$ cat config.mk
export PLATFORM = sky130hd
export DESIGN_NAME = nvsp_host
export DESIGN_NICKNAME = d
export VERILOG_FILES = /design/src/logic/nvsp_pkg.sv /design/src/logic/nvsp_host.sv
export SDC_FILE = /design/constraint.sdc
export NUM_CORES = 1
export LEC_CHECK = 0
export ABC_AREA = 1
export BUFFER_PORTS_ARGS = -buffer_cell sky130_fd_sc_hd__buf_4
export CAP_MARGIN = 10
export CORE_MARGIN = 5
export CORE_UTILIZATION = 56
export DETAILED_ROUTE_END_ITERATION = 12
export GPL_ROUTABILITY_DRIVEN = 0
export PLACE_DENSITY = 0.88
export SYNTH_ARGS = -nofsm -noshare
export SYNTH_HDL_FRONTEND = slang
export SYNTH_SLANG_ARGS = --single-unit
$ cat constraint.sdc
create_clock -name clk -period 2.96 [get_ports clk]
set_input_delay 0.74 -clock clk [delete_from_list [all_inputs] [get_ports clk]]
set_output_delay 0.74 -clock clk [all_outputs]
set_load 0.005 [all_outputs]
$ cat src/logic/nvsp_pkg.sv
package nvsp_pkg;

  // pin and clock timing
  localparam int CLK_PERIOD_NS = 40;
  localparam int T_ACCESS_NS = 45;
  localparam int ACCESS_CYC = (T_ACCESS_NS + CLK_PERIOD_NS - 1) / CLK_PERIOD_NS;
  localparam int SYNC_DEPTH = 2;
  localparam int BUSY_GUARD_CYC = 4;
  localparam int CNT_W = 16;

  // organisation
  localparam int ADDR_W_X8 = 19;
  localparam int ADDR_W_X16 = 18;
  localparam int SEQ_LEN = 6;
  localparam logic [2:0] SEQ_LAST = 3'h5;

  // software store address sequence, entry 0 first
  localparam logic [SEQ_LEN-1:0][15:0] SW_STORE_SEQ =
    {16'h8fc0, 16'h703f, 16'h7c1f, 16'h83e0, 16'hb1c7, 16'h4e38};

  // values after reset
  localparam logic [CNT_W-1:0] CNT_RESET = 16'h0000;
  localparam logic [2:0] STEP_RESET = 3'h0;

  typedef enum logic [2:0]
  {
    NVSP_IDLE = 3'b000,
    NVSP_SETUP = 3'b001,
    NVSP_STROBE = 3'b011,
    NVSP_RELEASE = 3'b010,
    NVSP_NEXT = 3'b110,
    NVSP_SWWAIT = 3'b111,
    NVSP_WAITBUSY = 3'b101,
    NVSP_HWPULL = 3'b100
  } nvsp_state_t;

  // active-low strobes driven onto the memory
  typedef struct packed
  {
    logic ceN;
    logic weN;
    logic oeN;
    logic upperByteEnableN;
    logic lowerByteEnableN;
  } nvsp_strobe_t;

  localparam nvsp_strobe_t STROBE_IDLE = 5'h1f;

  // user access request, widest organisation
  typedef struct packed
  {
    logic write;
    logic [18:0] addr;
    logic [15:0] wdata;
    logic [1:0] byteEn;
  } nvsp_req_t;

endpackage

$ cat src/logic/nvsp_host.sv
`timescale 1ns/1ps
// Notes on behaviour
// - read: chip select and output enable low, write strobe and store-busy high
// - write: chip select and write strobe low, store-busy high
// - host holds address stable until chip select or write strobe rise
// - host keeps output enable high for the whole write
// - six reads at fixed addresses, ending 0x8fc0, start a software store
module nvsp_host #(
  parameter int ADDR_W = nvsp_pkg::ADDR_W_X16,
  parameter int DATA_W = 16,
  parameter int HW_PULL_CYC = 2,
  parameter int SW_STORE_CYC = 1000
) (
  // clock and reset
  input wire logic clk,
  input wire logic srst,
  // user request port
  input wire nvsp_pkg::nvsp_req_t req,
  input wire logic reqValid,
  input wire logic storeReq,
  input wire logic swStoreReq,
  output logic reqReady,
  output logic rspValid,
  output logic [DATA_W-1:0] rspData,
  output logic storeDone,
  // memory pins
  output nvsp_pkg::nvsp_strobe_t strobes,
  output logic [ADDR_W-1:0] address_bus,
  input wire logic [DATA_W-1:0] dataBusIn,
  output logic [DATA_W-1:0] dataBusOut,
  output logic dataBusOe,
  input wire logic storeBusyNIn,
  output logic storeBusyNOut,
  output logic storeBusyNOe
);

  if (!((DATA_W == 16 && ADDR_W == nvsp_pkg::ADDR_W_X16) || (DATA_W == 8 && ADDR_W == nvsp_pkg::ADDR_W_X8)))
  begin : g_bad_org
    $error("nvsp_host: organisation must be x8 with 19 address bits or x16 with 18");
  end
  if (HW_PULL_CYC < 1 || SW_STORE_CYC < 1 || SW_STORE_CYC > 65535 || HW_PULL_CYC > 65535)
  begin : g_bad_cnt
    $error("nvsp_host: counts must lie in 1..65535");
  end

  localparam logic [nvsp_pkg::CNT_W-1:0] RD_CNT = nvsp_pkg::CNT_W'(nvsp_pkg::ACCESS_CYC + nvsp_pkg::SYNC_DEPTH - 1);
  localparam logic [nvsp_pkg::CNT_W-1:0] WR_CNT = nvsp_pkg::CNT_W'(nvsp_pkg::ACCESS_CYC - 1);
  localparam logic [nvsp_pkg::CNT_W-1:0] PULL_CNT = nvsp_pkg::CNT_W'(HW_PULL_CYC - 1);
  localparam logic [nvsp_pkg::CNT_W-1:0] SWW_CNT = nvsp_pkg::CNT_W'(SW_STORE_CYC - 1);
  localparam logic [nvsp_pkg::CNT_W-1:0] GUARD_CNT = nvsp_pkg::CNT_W'(nvsp_pkg::BUSY_GUARD_CYC - 1);

  nvsp_pkg::nvsp_state_t state_r, state_nxt;
  nvsp_pkg::nvsp_strobe_t strobes_r;
  logic [nvsp_pkg::CNT_W-1:0] cnt_r;
  logic [2:0] step_r;
  logic swSeq_r, write_r, reqReady_r, rspValid_r, storeDone_r, dataBusOe_r, storeBusyNOe_r, storeBusyNOut_r;
  logic [ADDR_W-1:0] addr_r;
  logic [DATA_W-1:0] dataOut_r, rspData_r, dataSync1_r, dataSync2_r;
  logic busySync1_r, busySync2_r;

  // pin inputs pass two flops before use
  always_ff @(posedge clk)
  begin
    dataSync1_r <= dataBusIn;
    dataSync2_r <= dataSync1_r;
    busySync1_r <= storeBusyNIn;
    busySync2_r <= busySync1_r;
  end

  wire logic busHigh = busySync2_r;
  wire logic takeMem = reqValid && reqReady_r;
  wire logic takeHw = storeReq && reqReady_r && !reqValid;
  wire logic takeSw = swStoreReq && reqReady_r && !reqValid && !storeReq;
  wire logic cntZero = (cnt_r == nvsp_pkg::CNT_RESET);
  wire logic seqMore = swSeq_r && (step_r != nvsp_pkg::SEQ_LAST);
  wire logic [2:0] stepNext = step_r + 3'h1;
  wire logic [ADDR_W-1:0] seqAddr0 = {{(ADDR_W-16){1'b0}}, nvsp_pkg::SW_STORE_SEQ[0]};
  wire logic [ADDR_W-1:0] seqAddrNext = {{(ADDR_W-16){1'b0}}, nvsp_pkg::SW_STORE_SEQ[stepNext]};
  wire logic [DATA_W-1:0] laneMask;
  wire logic [1:0] reqLaneN = ~req.byteEn;

  // byte lanes not enabled read back as zero
  if (DATA_W == 16)
  begin : g_x16
    assign laneMask = {{8{~strobes_r.upperByteEnableN}}, {8{~strobes_r.lowerByteEnableN}}};
  end
  else
  begin : g_x8
    assign laneMask = {DATA_W{1'b1}};
  end

  always_comb
  begin
    state_nxt = state_r;
    case (state_r)
      nvsp_pkg::NVSP_IDLE:
        if (takeMem || takeSw)
          state_nxt = nvsp_pkg::NVSP_SETUP;
        else if (takeHw)
          state_nxt = nvsp_pkg::NVSP_HWPULL;
      nvsp_pkg::NVSP_SETUP:
        state_nxt = nvsp_pkg::NVSP_STROBE;
      nvsp_pkg::NVSP_STROBE:
        if (cntZero)
          state_nxt = nvsp_pkg::NVSP_RELEASE;
      nvsp_pkg::NVSP_RELEASE:
        if (seqMore)
          state_nxt = nvsp_pkg::NVSP_NEXT;
        else if (swSeq_r)
          state_nxt = nvsp_pkg::NVSP_SWWAIT;
        else
          state_nxt = nvsp_pkg::NVSP_IDLE;
      nvsp_pkg::NVSP_NEXT:
        state_nxt = nvsp_pkg::NVSP_SETUP;
      nvsp_pkg::NVSP_SWWAIT:
        if (cntZero)
          state_nxt = nvsp_pkg::NVSP_WAITBUSY;
      nvsp_pkg::NVSP_HWPULL:
        if (cntZero)
          state_nxt = nvsp_pkg::NVSP_WAITBUSY;
      nvsp_pkg::NVSP_WAITBUSY:
        if (cntZero && busHigh)
          state_nxt = nvsp_pkg::NVSP_IDLE;
      default:
        state_nxt = nvsp_pkg::NVSP_IDLE;
    endcase
  end

  // new accesses only start while store-busy reads high
  wire logic readyNxt = (state_nxt == nvsp_pkg::NVSP_IDLE) && busHigh;

  always_ff @(posedge clk)
  begin
    if (srst)
    begin
      state_r <= nvsp_pkg::NVSP_IDLE;
      strobes_r <= nvsp_pkg::STROBE_IDLE;
      cnt_r <= nvsp_pkg::CNT_RESET;
      step_r <= nvsp_pkg::STEP_RESET;
      swSeq_r <= 1'b0;
      write_r <= 1'b0;
      reqReady_r <= 1'b0;
      rspValid_r <= 1'b0;
      storeDone_r <= 1'b0;
      dataBusOe_r <= 1'b0;
      storeBusyNOe_r <= 1'b0;
      storeBusyNOut_r <= 1'b0;
      addr_r <= '0;
      dataOut_r <= '0;
      rspData_r <= '0;
    end
    else
    begin
      state_r <= state_nxt;
      reqReady_r <= readyNxt;
      rspValid_r <= 1'b0;
      storeDone_r <= 1'b0;
      storeBusyNOut_r <= 1'b0;
      case (state_r)
        nvsp_pkg::NVSP_IDLE:
          if (takeMem)
          begin
            // chip select falls in the same cycle that the address is loaded
            write_r <= req.write;
            addr_r <= req.addr[ADDR_W-1:0];
            dataOut_r <= req.wdata[DATA_W-1:0];
            dataBusOe_r <= req.write;
            strobes_r.ceN <= 1'b0;
            strobes_r.oeN <= req.write;
            strobes_r.upperByteEnableN <= (DATA_W == 16) ? reqLaneN[1] : 1'b1;
            strobes_r.lowerByteEnableN <= (DATA_W == 16) ? reqLaneN[0] : 1'b0;
          end
          else if (takeHw)
          begin
            cnt_r <= PULL_CNT;
            storeBusyNOe_r <= 1'b1;
          end
          else if (takeSw)
          begin
            swSeq_r <= 1'b1;
            step_r <= nvsp_pkg::STEP_RESET;
            write_r <= 1'b0;
            addr_r <= seqAddr0;
            strobes_r <= nvsp_pkg::STROBE_IDLE;
            strobes_r.ceN <= 1'b0;
            strobes_r.oeN <= 1'b0;
          end
        nvsp_pkg::NVSP_SETUP:
        begin
          cnt_r <= write_r ? WR_CNT : RD_CNT;
          strobes_r.weN <= !write_r;
        end
        nvsp_pkg::NVSP_STROBE:
          if (cntZero)
          begin
            strobes_r.weN <= 1'b1;
            if (!write_r)
              rspData_r <= dataSync2_r & laneMask;
          end
          else
            cnt_r <= cnt_r - 16'h0001;
        nvsp_pkg::NVSP_RELEASE:
        begin
          // address and data stay put until chip select is back high
          strobes_r.ceN <= 1'b1;
          strobes_r.oeN <= 1'b1;
          dataBusOe_r <= 1'b0;
          if (seqMore)
          begin
            step_r <= stepNext;
            addr_r <= seqAddrNext;
          end
          else if (swSeq_r)
          begin
            swSeq_r <= 1'b0;
            cnt_r <= SWW_CNT;
          end
          else
            rspValid_r <= 1'b1;
        end
        nvsp_pkg::NVSP_NEXT:
        begin
          strobes_r.ceN <= 1'b0;
          strobes_r.oeN <= 1'b0;
        end
        nvsp_pkg::NVSP_SWWAIT:
          if (cntZero)
            cnt_r <= GUARD_CNT;
          else
            cnt_r <= cnt_r - 16'h0001;
        nvsp_pkg::NVSP_HWPULL:
          if (cntZero)
          begin
            storeBusyNOe_r <= 1'b0;
            cnt_r <= GUARD_CNT;
          end
          else
            cnt_r <= cnt_r - 16'h0001;
        nvsp_pkg::NVSP_WAITBUSY:
          if (!cntZero)
            cnt_r <= cnt_r - 16'h0001;
          else if (busHigh)
            storeDone_r <= 1'b1;
        default:
          strobes_r <= nvsp_pkg::STROBE_IDLE;
      endcase
    end
  end

  assign reqReady = reqReady_r;
  assign rspValid = rspValid_r;
  assign rspData = rspData_r;
  assign storeDone = storeDone_r;
  assign strobes = strobes_r;
  assign address_bus = addr_r;
  assign dataBusOut = dataOut_r;
  assign dataBusOe = dataBusOe_r;
  assign storeBusyNOut = storeBusyNOut_r;
  assign storeBusyNOe = storeBusyNOe_r;

  chk_read_we_high: assert property (@(posedge clk) disable iff (srst)
    (!strobes_r.ceN && !strobes_r.oeN) |-> (strobes_r.weN && !dataBusOe_r))
    else $error("read strobes active while write strobe or data drive on");

  chk_write_start_free: assert property (@(posedge clk) disable iff (srst)
    $fell(strobes_r.weN) |-> (!strobes_r.ceN && !storeBusyNOe_r && $past(busySync2_r, 3)))
    else $error("write strobe fell without chip select or while store-busy low");

  chk_write_addr_hold: assert property (@(posedge clk) disable iff (srst)
    (!strobes_r.weN) |=> ($stable(addr_r) && !strobes_r.ceN))
    else $error("address or chip select moved before write strobe rose");

  chk_write_oe_high: assert property (@(posedge clk) disable iff (srst)
    (!strobes_r.ceN && dataBusOe_r) |-> strobes_r.oeN)
    else $error("output enable low while host drives write data");

  chk_seq_addr_order: assert property (@(posedge clk) disable iff (srst)
    (swSeq_r && $fell(strobes_r.ceN)) |-> (addr_r[15:0] == nvsp_pkg::SW_STORE_SEQ[step_r] && strobes_r.weN))
    else $error("software store read at wrong address");

  chk_seq_ends_last: assert property (@(posedge clk) disable iff (srst)
    (state_r == nvsp_pkg::NVSP_SWWAIT && $past(state_r) == nvsp_pkg::NVSP_RELEASE)
      |-> ($past(addr_r[15:0]) == 16'h8fc0 && !rspValid_r))
    else $error("software store wait entered before final sequence read");

  chk_ready_busy_high: assert property (@(posedge clk) disable iff (srst)
    reqReady_r |-> ($past(busySync2_r) && strobes_r.ceN && !storeBusyNOe_r))
    else $error("ready raised while store-busy low or access open");

endmodule

Yosys cells after proc, flatten, opt, wreduce, memory -nomap -nowiden
Memories as Yosys holds them, arrays and structs flattened.
Cells that the tools add are included.
Storage, ports and cells
  register bits after elaboration: 118
  latch bits: 0
  memory bits (writable): 0
  bits in read-only memories: 128
  output and inout port bits: 61
  logic and storage cells: 145
  memories kept: 1
Memory list
  (name not given): words 8, bits a word 16, rd ports 1, clocked after memory_dff 0, wr ports 0, line nvsp_host.sv:78  | wire logic [ADDR_W-1:0] seqAddrNext = {{(ADDR_W-16){1'b0}}, nvsp_pkg::SW_STORE_SEQ[stepNext]};
Operators by class
  add/sub/neg operators: 2
  multiply operators: 0
  divide/modulo/power cells: 0
  order comparisons: 1
  equality and inequality tests: 22
  shift-type cells: 0
  multiplexer cells: 52
  bitwise logic cells: 8
  reduce and logical (&&, ||, !) cells: 37
Operators with widths (number)
  $mux W16: 7
  $pmux W16 S5: 1
  $mux W18: 4
  $mux W3: 12
  $pmux W18 S2: 1
  $ne A2 B2 Y1 const B: 12
  $pmux W3 S7: 1
  $and A16 B16 Y16: 1
  $logic_not A16 Y1: 1
  $mux W1: 16
  $sub A16 B1 Y16 const B: 1
  $reduce_and A5 Y1: 3
  $eq A3 B3 Y1 const B: 4
  $mux W5: 2
  $logic_and A1 B1 Y1: 9
  $ne A3 B3 Y1 const B: 3
  $pmux W1 S3: 3
  $reduce_and A3 Y1: 3
  $reduce_and A4 Y1: 2
  $eq A3 B2 Y1 const B: 2
  $logic_not A3 Y1: 2
  $not A1 Y1: 6
  $pmux W1 S2: 3
  $pmux W3 S2: 1
  14 further kinds: 22

Longest topological paths before layout
  depth in word-level cells: 8
  depth in mapped cells: 13
  gate-level depth less buffers: 13

Least setup slack after synthesis
No wires, ideal clock.
  path kind: in2reg
  start: input reqValid
  end: register dataOut_r[10], in the netlist dataBusOut[10]
  setup time: 0.070 ns
  arrival time: 1.665 ns
  required time: 2.890 ns
  setup slack: 1.224 ns
  stages on the path: 6
  cell sequence: nand2_1 > inv_1 > clkbuf_1 > clkbuf_1 > nand3_1 > a21oi_1
Between the ends
  word-level cells in the longest chain between the ends: 2
Ends and longest elaborated chain
  from (decl): line nvsp_host.sv:19  | input wire logic reqValid,
  $logic_and A1 B1 Y1: line nvsp_host.sv:71  | wire logic takeMem = reqValid && reqReady_r;
  $reduce_and A2 Y1 (no line)
  to (signal assigned): line nvsp_host.sv:166  | dataOut_r <= req.wdata[DATA_W-1:0];
  to (decl): line nvsp_host.sv:58  | logic [DATA_W-1:0] dataOut_r, rspData_r, dataSync1_r, dataSync2_r;
Every way passes these cells.
A chain may end at the register's enable or synchronous reset.

Worst setup path after layout
  start: register state_r[2]
  end: register addr_r[13], in the netlist address_bus[13]
Between the ends
  word-level cells in the longest chain between the ends: 3
  elaborated cells between the ends (all ways): 8
Ends and longest elaborated chain
  from (decl): line nvsp_host.sv:52  | nvsp_pkg::nvsp_state_t state_r, state_nxt;
  from (signal assigned): line nvsp_host.sv:136  | state_r <= nvsp_pkg::NVSP_IDLE;
  from (signal assigned): line nvsp_host.sv:154  | state_r <= state_nxt;
  $eq A3 B2 Y1 / $logic_not A3 Y1 (equally long branches): line nvsp_host.sv:159  | case (state_r)
  $ne A2 B2 Y1 (no line), or another cell as far along
  $reduce_and A4 Y1 (no line)
  to (signal assigned): line nvsp_host.sv:165  | addr_r <= req.addr[ADDR_W-1:0];
  to (signal assigned): line nvsp_host.sv:183  | addr_r <= seqAddr0;
  to (signal assigned): line nvsp_host.sv:211  | addr_r <= seqAddrNext;
  to (decl): line nvsp_host.sv:57  | logic [ADDR_W-1:0] addr_r;
Several ways; a longest one is shown, not always the timed one.

==> results by group <==
Clock network
  – Post-cts resize count: 0
  – Skew-Pair Late Insertion Delay: 530 ps
  – CTS tree: yes
  – Longest Clk Path Bufs: 2
  – Post-CTS Repair Setup Buffers: 0
  – CTS Buf Count: 17
  – Clock slew at reported path FFs: 60 ps
  – Deepest level of the CTS H-tree: 4
  – # hold bufs at CTS: 0
  – CTS root buffer: clkbuf_8
  – CTS Sinks: 118

Hold path
  – Worst hold path class: input port to flip-flop

Setup path
  – Critical path's top delay family: simple AND/OR/NAND/NOR gates
  – Required @ worst endpoint: 3400 ps
  – Worst Path Arrival: 2580 ps
  – Startpoint types: flip-flop
  – Crit path capture type: flip-flop
  – Critical path class: flip-flop to flip-flop
  – Cell Chain, Critical Path: inv_1 > nand2_4 > nand2_1 > inv_1 > nand2_1 > a311oi_2
  – Max incr delay on CP: 570 ps
  – CP bufs+invs: 2
  – CP max stage cell: dfxtp_1
  – Critical path fanouts, max: 18

Detailed routing
  – Routed wire length per instance: 15.3 um
  – Routed via count: 4545
  – Post-DRT Antenna Nets: 0
  – Post-route DRC: 0
  – DR vias/cell: 5.53
  – Pre-antenna DRT Iters: 5
  – Routed Wire Length: 12.6 mm
  – DR iter-0 viols: 371

Synth
  – Netlist cell types: 37
  – Syn avg cell area: 7.89 sq um
  – Register area share after synthesis: 50.7%
  – Post-synthesis mux area share: 0%
  – Post-synthesis register bit count: 118
  – Top post-synthesis cells by area: dfxtp_1 (51%), nand2_1 (11%), a21oi_1 (7.3%), nand3_1 (4.2%), o21ai_0 (3.9%)
  – Largest family of logic cells by synthesized area: simple AND/OR/NAND/NOR gates
  – Synth top area share: 50.7%
  – Synth Area in Adders: 0.806%
  – Synth Area in XOR/XNOR: 1.13%
  – Mapped Nets: 653
  – Area leader, netlist: dfxtp_1
  – Syn Inst Count: 590
  – Yosys warnings: 0
  – Complex-gate fraction of the synthesized area: 16.5%
  – Area of the mapped netlist: 4660 sq um
  – Simple-gate share of the synthesized area: 23.5%

Global routing
  – Pin count of the biggest net entering global routing: 52
  – GR Overflow Total: 0
  – Number of global-route vias before repair: 4392
  – Total track usage: 25.1%
  – Global-route wire length before repair: 20.4 mm
  – Initial antenna violation count: 0

Timing
  – Clock Skew: 13.8 ps
  – Period utilization: 72.4%
  – FMAX: 466 MHz
  – Min Clock Period, post-route: 2140 ps
  – Pins over their slew limit: 0
  – Setup-failing EPs final: 0
  – Final Hold Fails: 0
  – Slew @ Worst Pin: 795 ps
  – Slew headroom: 46.9%
  – Setup TNS: 0 ps
  – Min Hold Slack: 310 ps
  – RSZ-0062 raised after global routing: false

Placement
  – Port Buffers: 118
  – HPWL after DPL: 8.21 mm
  – DP Area: 5550 sq um

Power
  – Psw: 2300 uW
  – Combinational Power Share: 33.6%
  – Int Power: 3680 uW
  – Switching share of power: 38.4%
  – Sequential power share: 33.8%
  – Clock power share: 32.6%
  – P_leak: 0.00280 uW
  – P per Cell Area: 978 nW/um^2
  – Max IR drop VDD: 551 uV

Layout
  – Final instance area: 6110 sq um
  – Synth-to-Final Area Change: 31.2%
  – Layout cells sized above 1: 24.1%
  – FF/Latch Area: 2360 sq um
  – Nets: 767
  – # diodes: 0
  – Area of the multi-input gates: 1960 sq um
  – Fillers: 555

Outcome
  – Outcome: complete, no violations

Die
  – Starting density of the core: 57.0%
  – Core area: 8180 sq um
  – Row count: 33
  – # IOs: 121
  – Die area: 10200 sq um
  – Die Wd: 101 um
  – Chip Height: 101 um

Flow run
  – MaxCap Viol Count: 0
[cell families (layout without fill, tap and decap cells)]
group / after synthesis / in the layout
XOR/XNOR: 6 / 6
AO/OA/AOI/OAI: 138 / 138
adder cells (fa/ha/maj): 3 / 3
AND/OR/NAND/NOR: 248 / 248
other: 1 / 1
flip-flops: 118 / 118
buffers and inverters: 76 / 203
[through the flow]
step                cells  power [uW]  setup WS, ps  util [%]
floorplan             590        3430          1220         -
global placement      790        3900           761      67.9
detailed placement    790        4000           701      67.9
CTS                   822        5970           859      74.7
global route          822        6360           632      74.7
finish                822        5980           816      74.7
[registers in the layout, summed over array words and instances, names as in the netlist, 3 cells and up]
| signal | cells |
|---|---|
| dataSync2_r | 16 |
| state_r | 3 |
| dataSync1_r | 16 |
| cnt_r | 16 |
| step_r | 3 |
| dataBusOut | 16 |
| strobes | 5 |
| address_bus | 18 |
| rspData | 16 |
[final cells by class]
type                       instances  share of cell area [%]
clock buffer                      18                    6.84
clock inverter                    14                    2.29
inverter                          50                    3.11
multi-input combinational        396                    32.1
sequential                       118                    38.7
tap                              105                    2.15
timing repair buffer             121                    14.9
[synthesized netlist by cell type]
cell        n
a21oi_1    68
a21oi_2     1
a221oi_1    2
a311oi_2    1
a31oi_1     5
and3_1      1
buf_1       1
buf_2       5
buf_4       5
buf_6       3
clkbuf_1   12
clkinv_1    2
conb_1      1
dfxtp_1   118
ha_1        3
inv_1      45
inv_2       2
inv_4       1
nand2_1   133
nand2_2     5
nand2_4     3
nand3_1    39
nand3b_1    2
nand4_1     8
nor2_1     43
nor2_2      3
nor2_4      3
nor3_1      5
nor3_2      2
nor4_1      1
o211ai_1    2
o21a_1     16
o21ai_0    36
o21ai_1     3
o21bai_1    1
o22ai_1     3
xor2_1      6
[layer usage]
metal  vias up  routed length (um)  GRT usage, %
met5         -                   0             0
li1       2185                   -             -
met4         0                 322          9.30
met2       218                6370          42.3
met1      2110                4880          29.4
met3        32                1010          8.88
[power groups by stage]
stage / Clock (uW) / Combinational (uW) / Sequential [uW]
6_report: 1950 / 2010 / 2020
5_1_grt: 2050 / 2260 / 2050
4_1_cts: 1960 / 1990 / 2010
3_5_place_dp: 0 / 1960 / 2040
3_3_place_gp: 0 / 1870 / 2030
2_1_floorplan: 0 / 1420 / 2010
[worst paths after layout]
kind	depth (start not counted)	startpoint	slack (ps)	endpoint
setup / recovery	6	state_r[2]$_SDFF_PP0_	820	address_bus[13]$_SDFFE_PP0P_
hold reg to reg	0	dataSync1_r[7]$_DFF_P_	330	dataSync2_r[7]$_DFF_P_
setup reg to reg	6	state_r[2]$_SDFF_PP0_	820	address_bus[13]$_SDFFE_PP0P_
hold / removal	1	dataBusIn[6]	310	dataSync1_r[6]$_DFF_P_
[cells in the final DEF (no fill, tap or decap), types with 6 or more instances in the layout]
cell type	count
o21ai_0	36
nand4_1	8
nand2_1	133
xor2_1	6
clkbuf_16	16
dfxtp_1	118
inv_1	45
nor2_1	43
o21a_1	16
buf_4	121
a21oi_1	68
nand3_1	39
[worst register-to-register path, stage by stage (launching register included)]
cell and delay [ps]:
dfxtp_1 570, inv_1 220, nand2_4 270, nand2_1 250
inv_1 330, nand2_1 130, a311oi_2 290
Power figures use the tool's default switching activity.
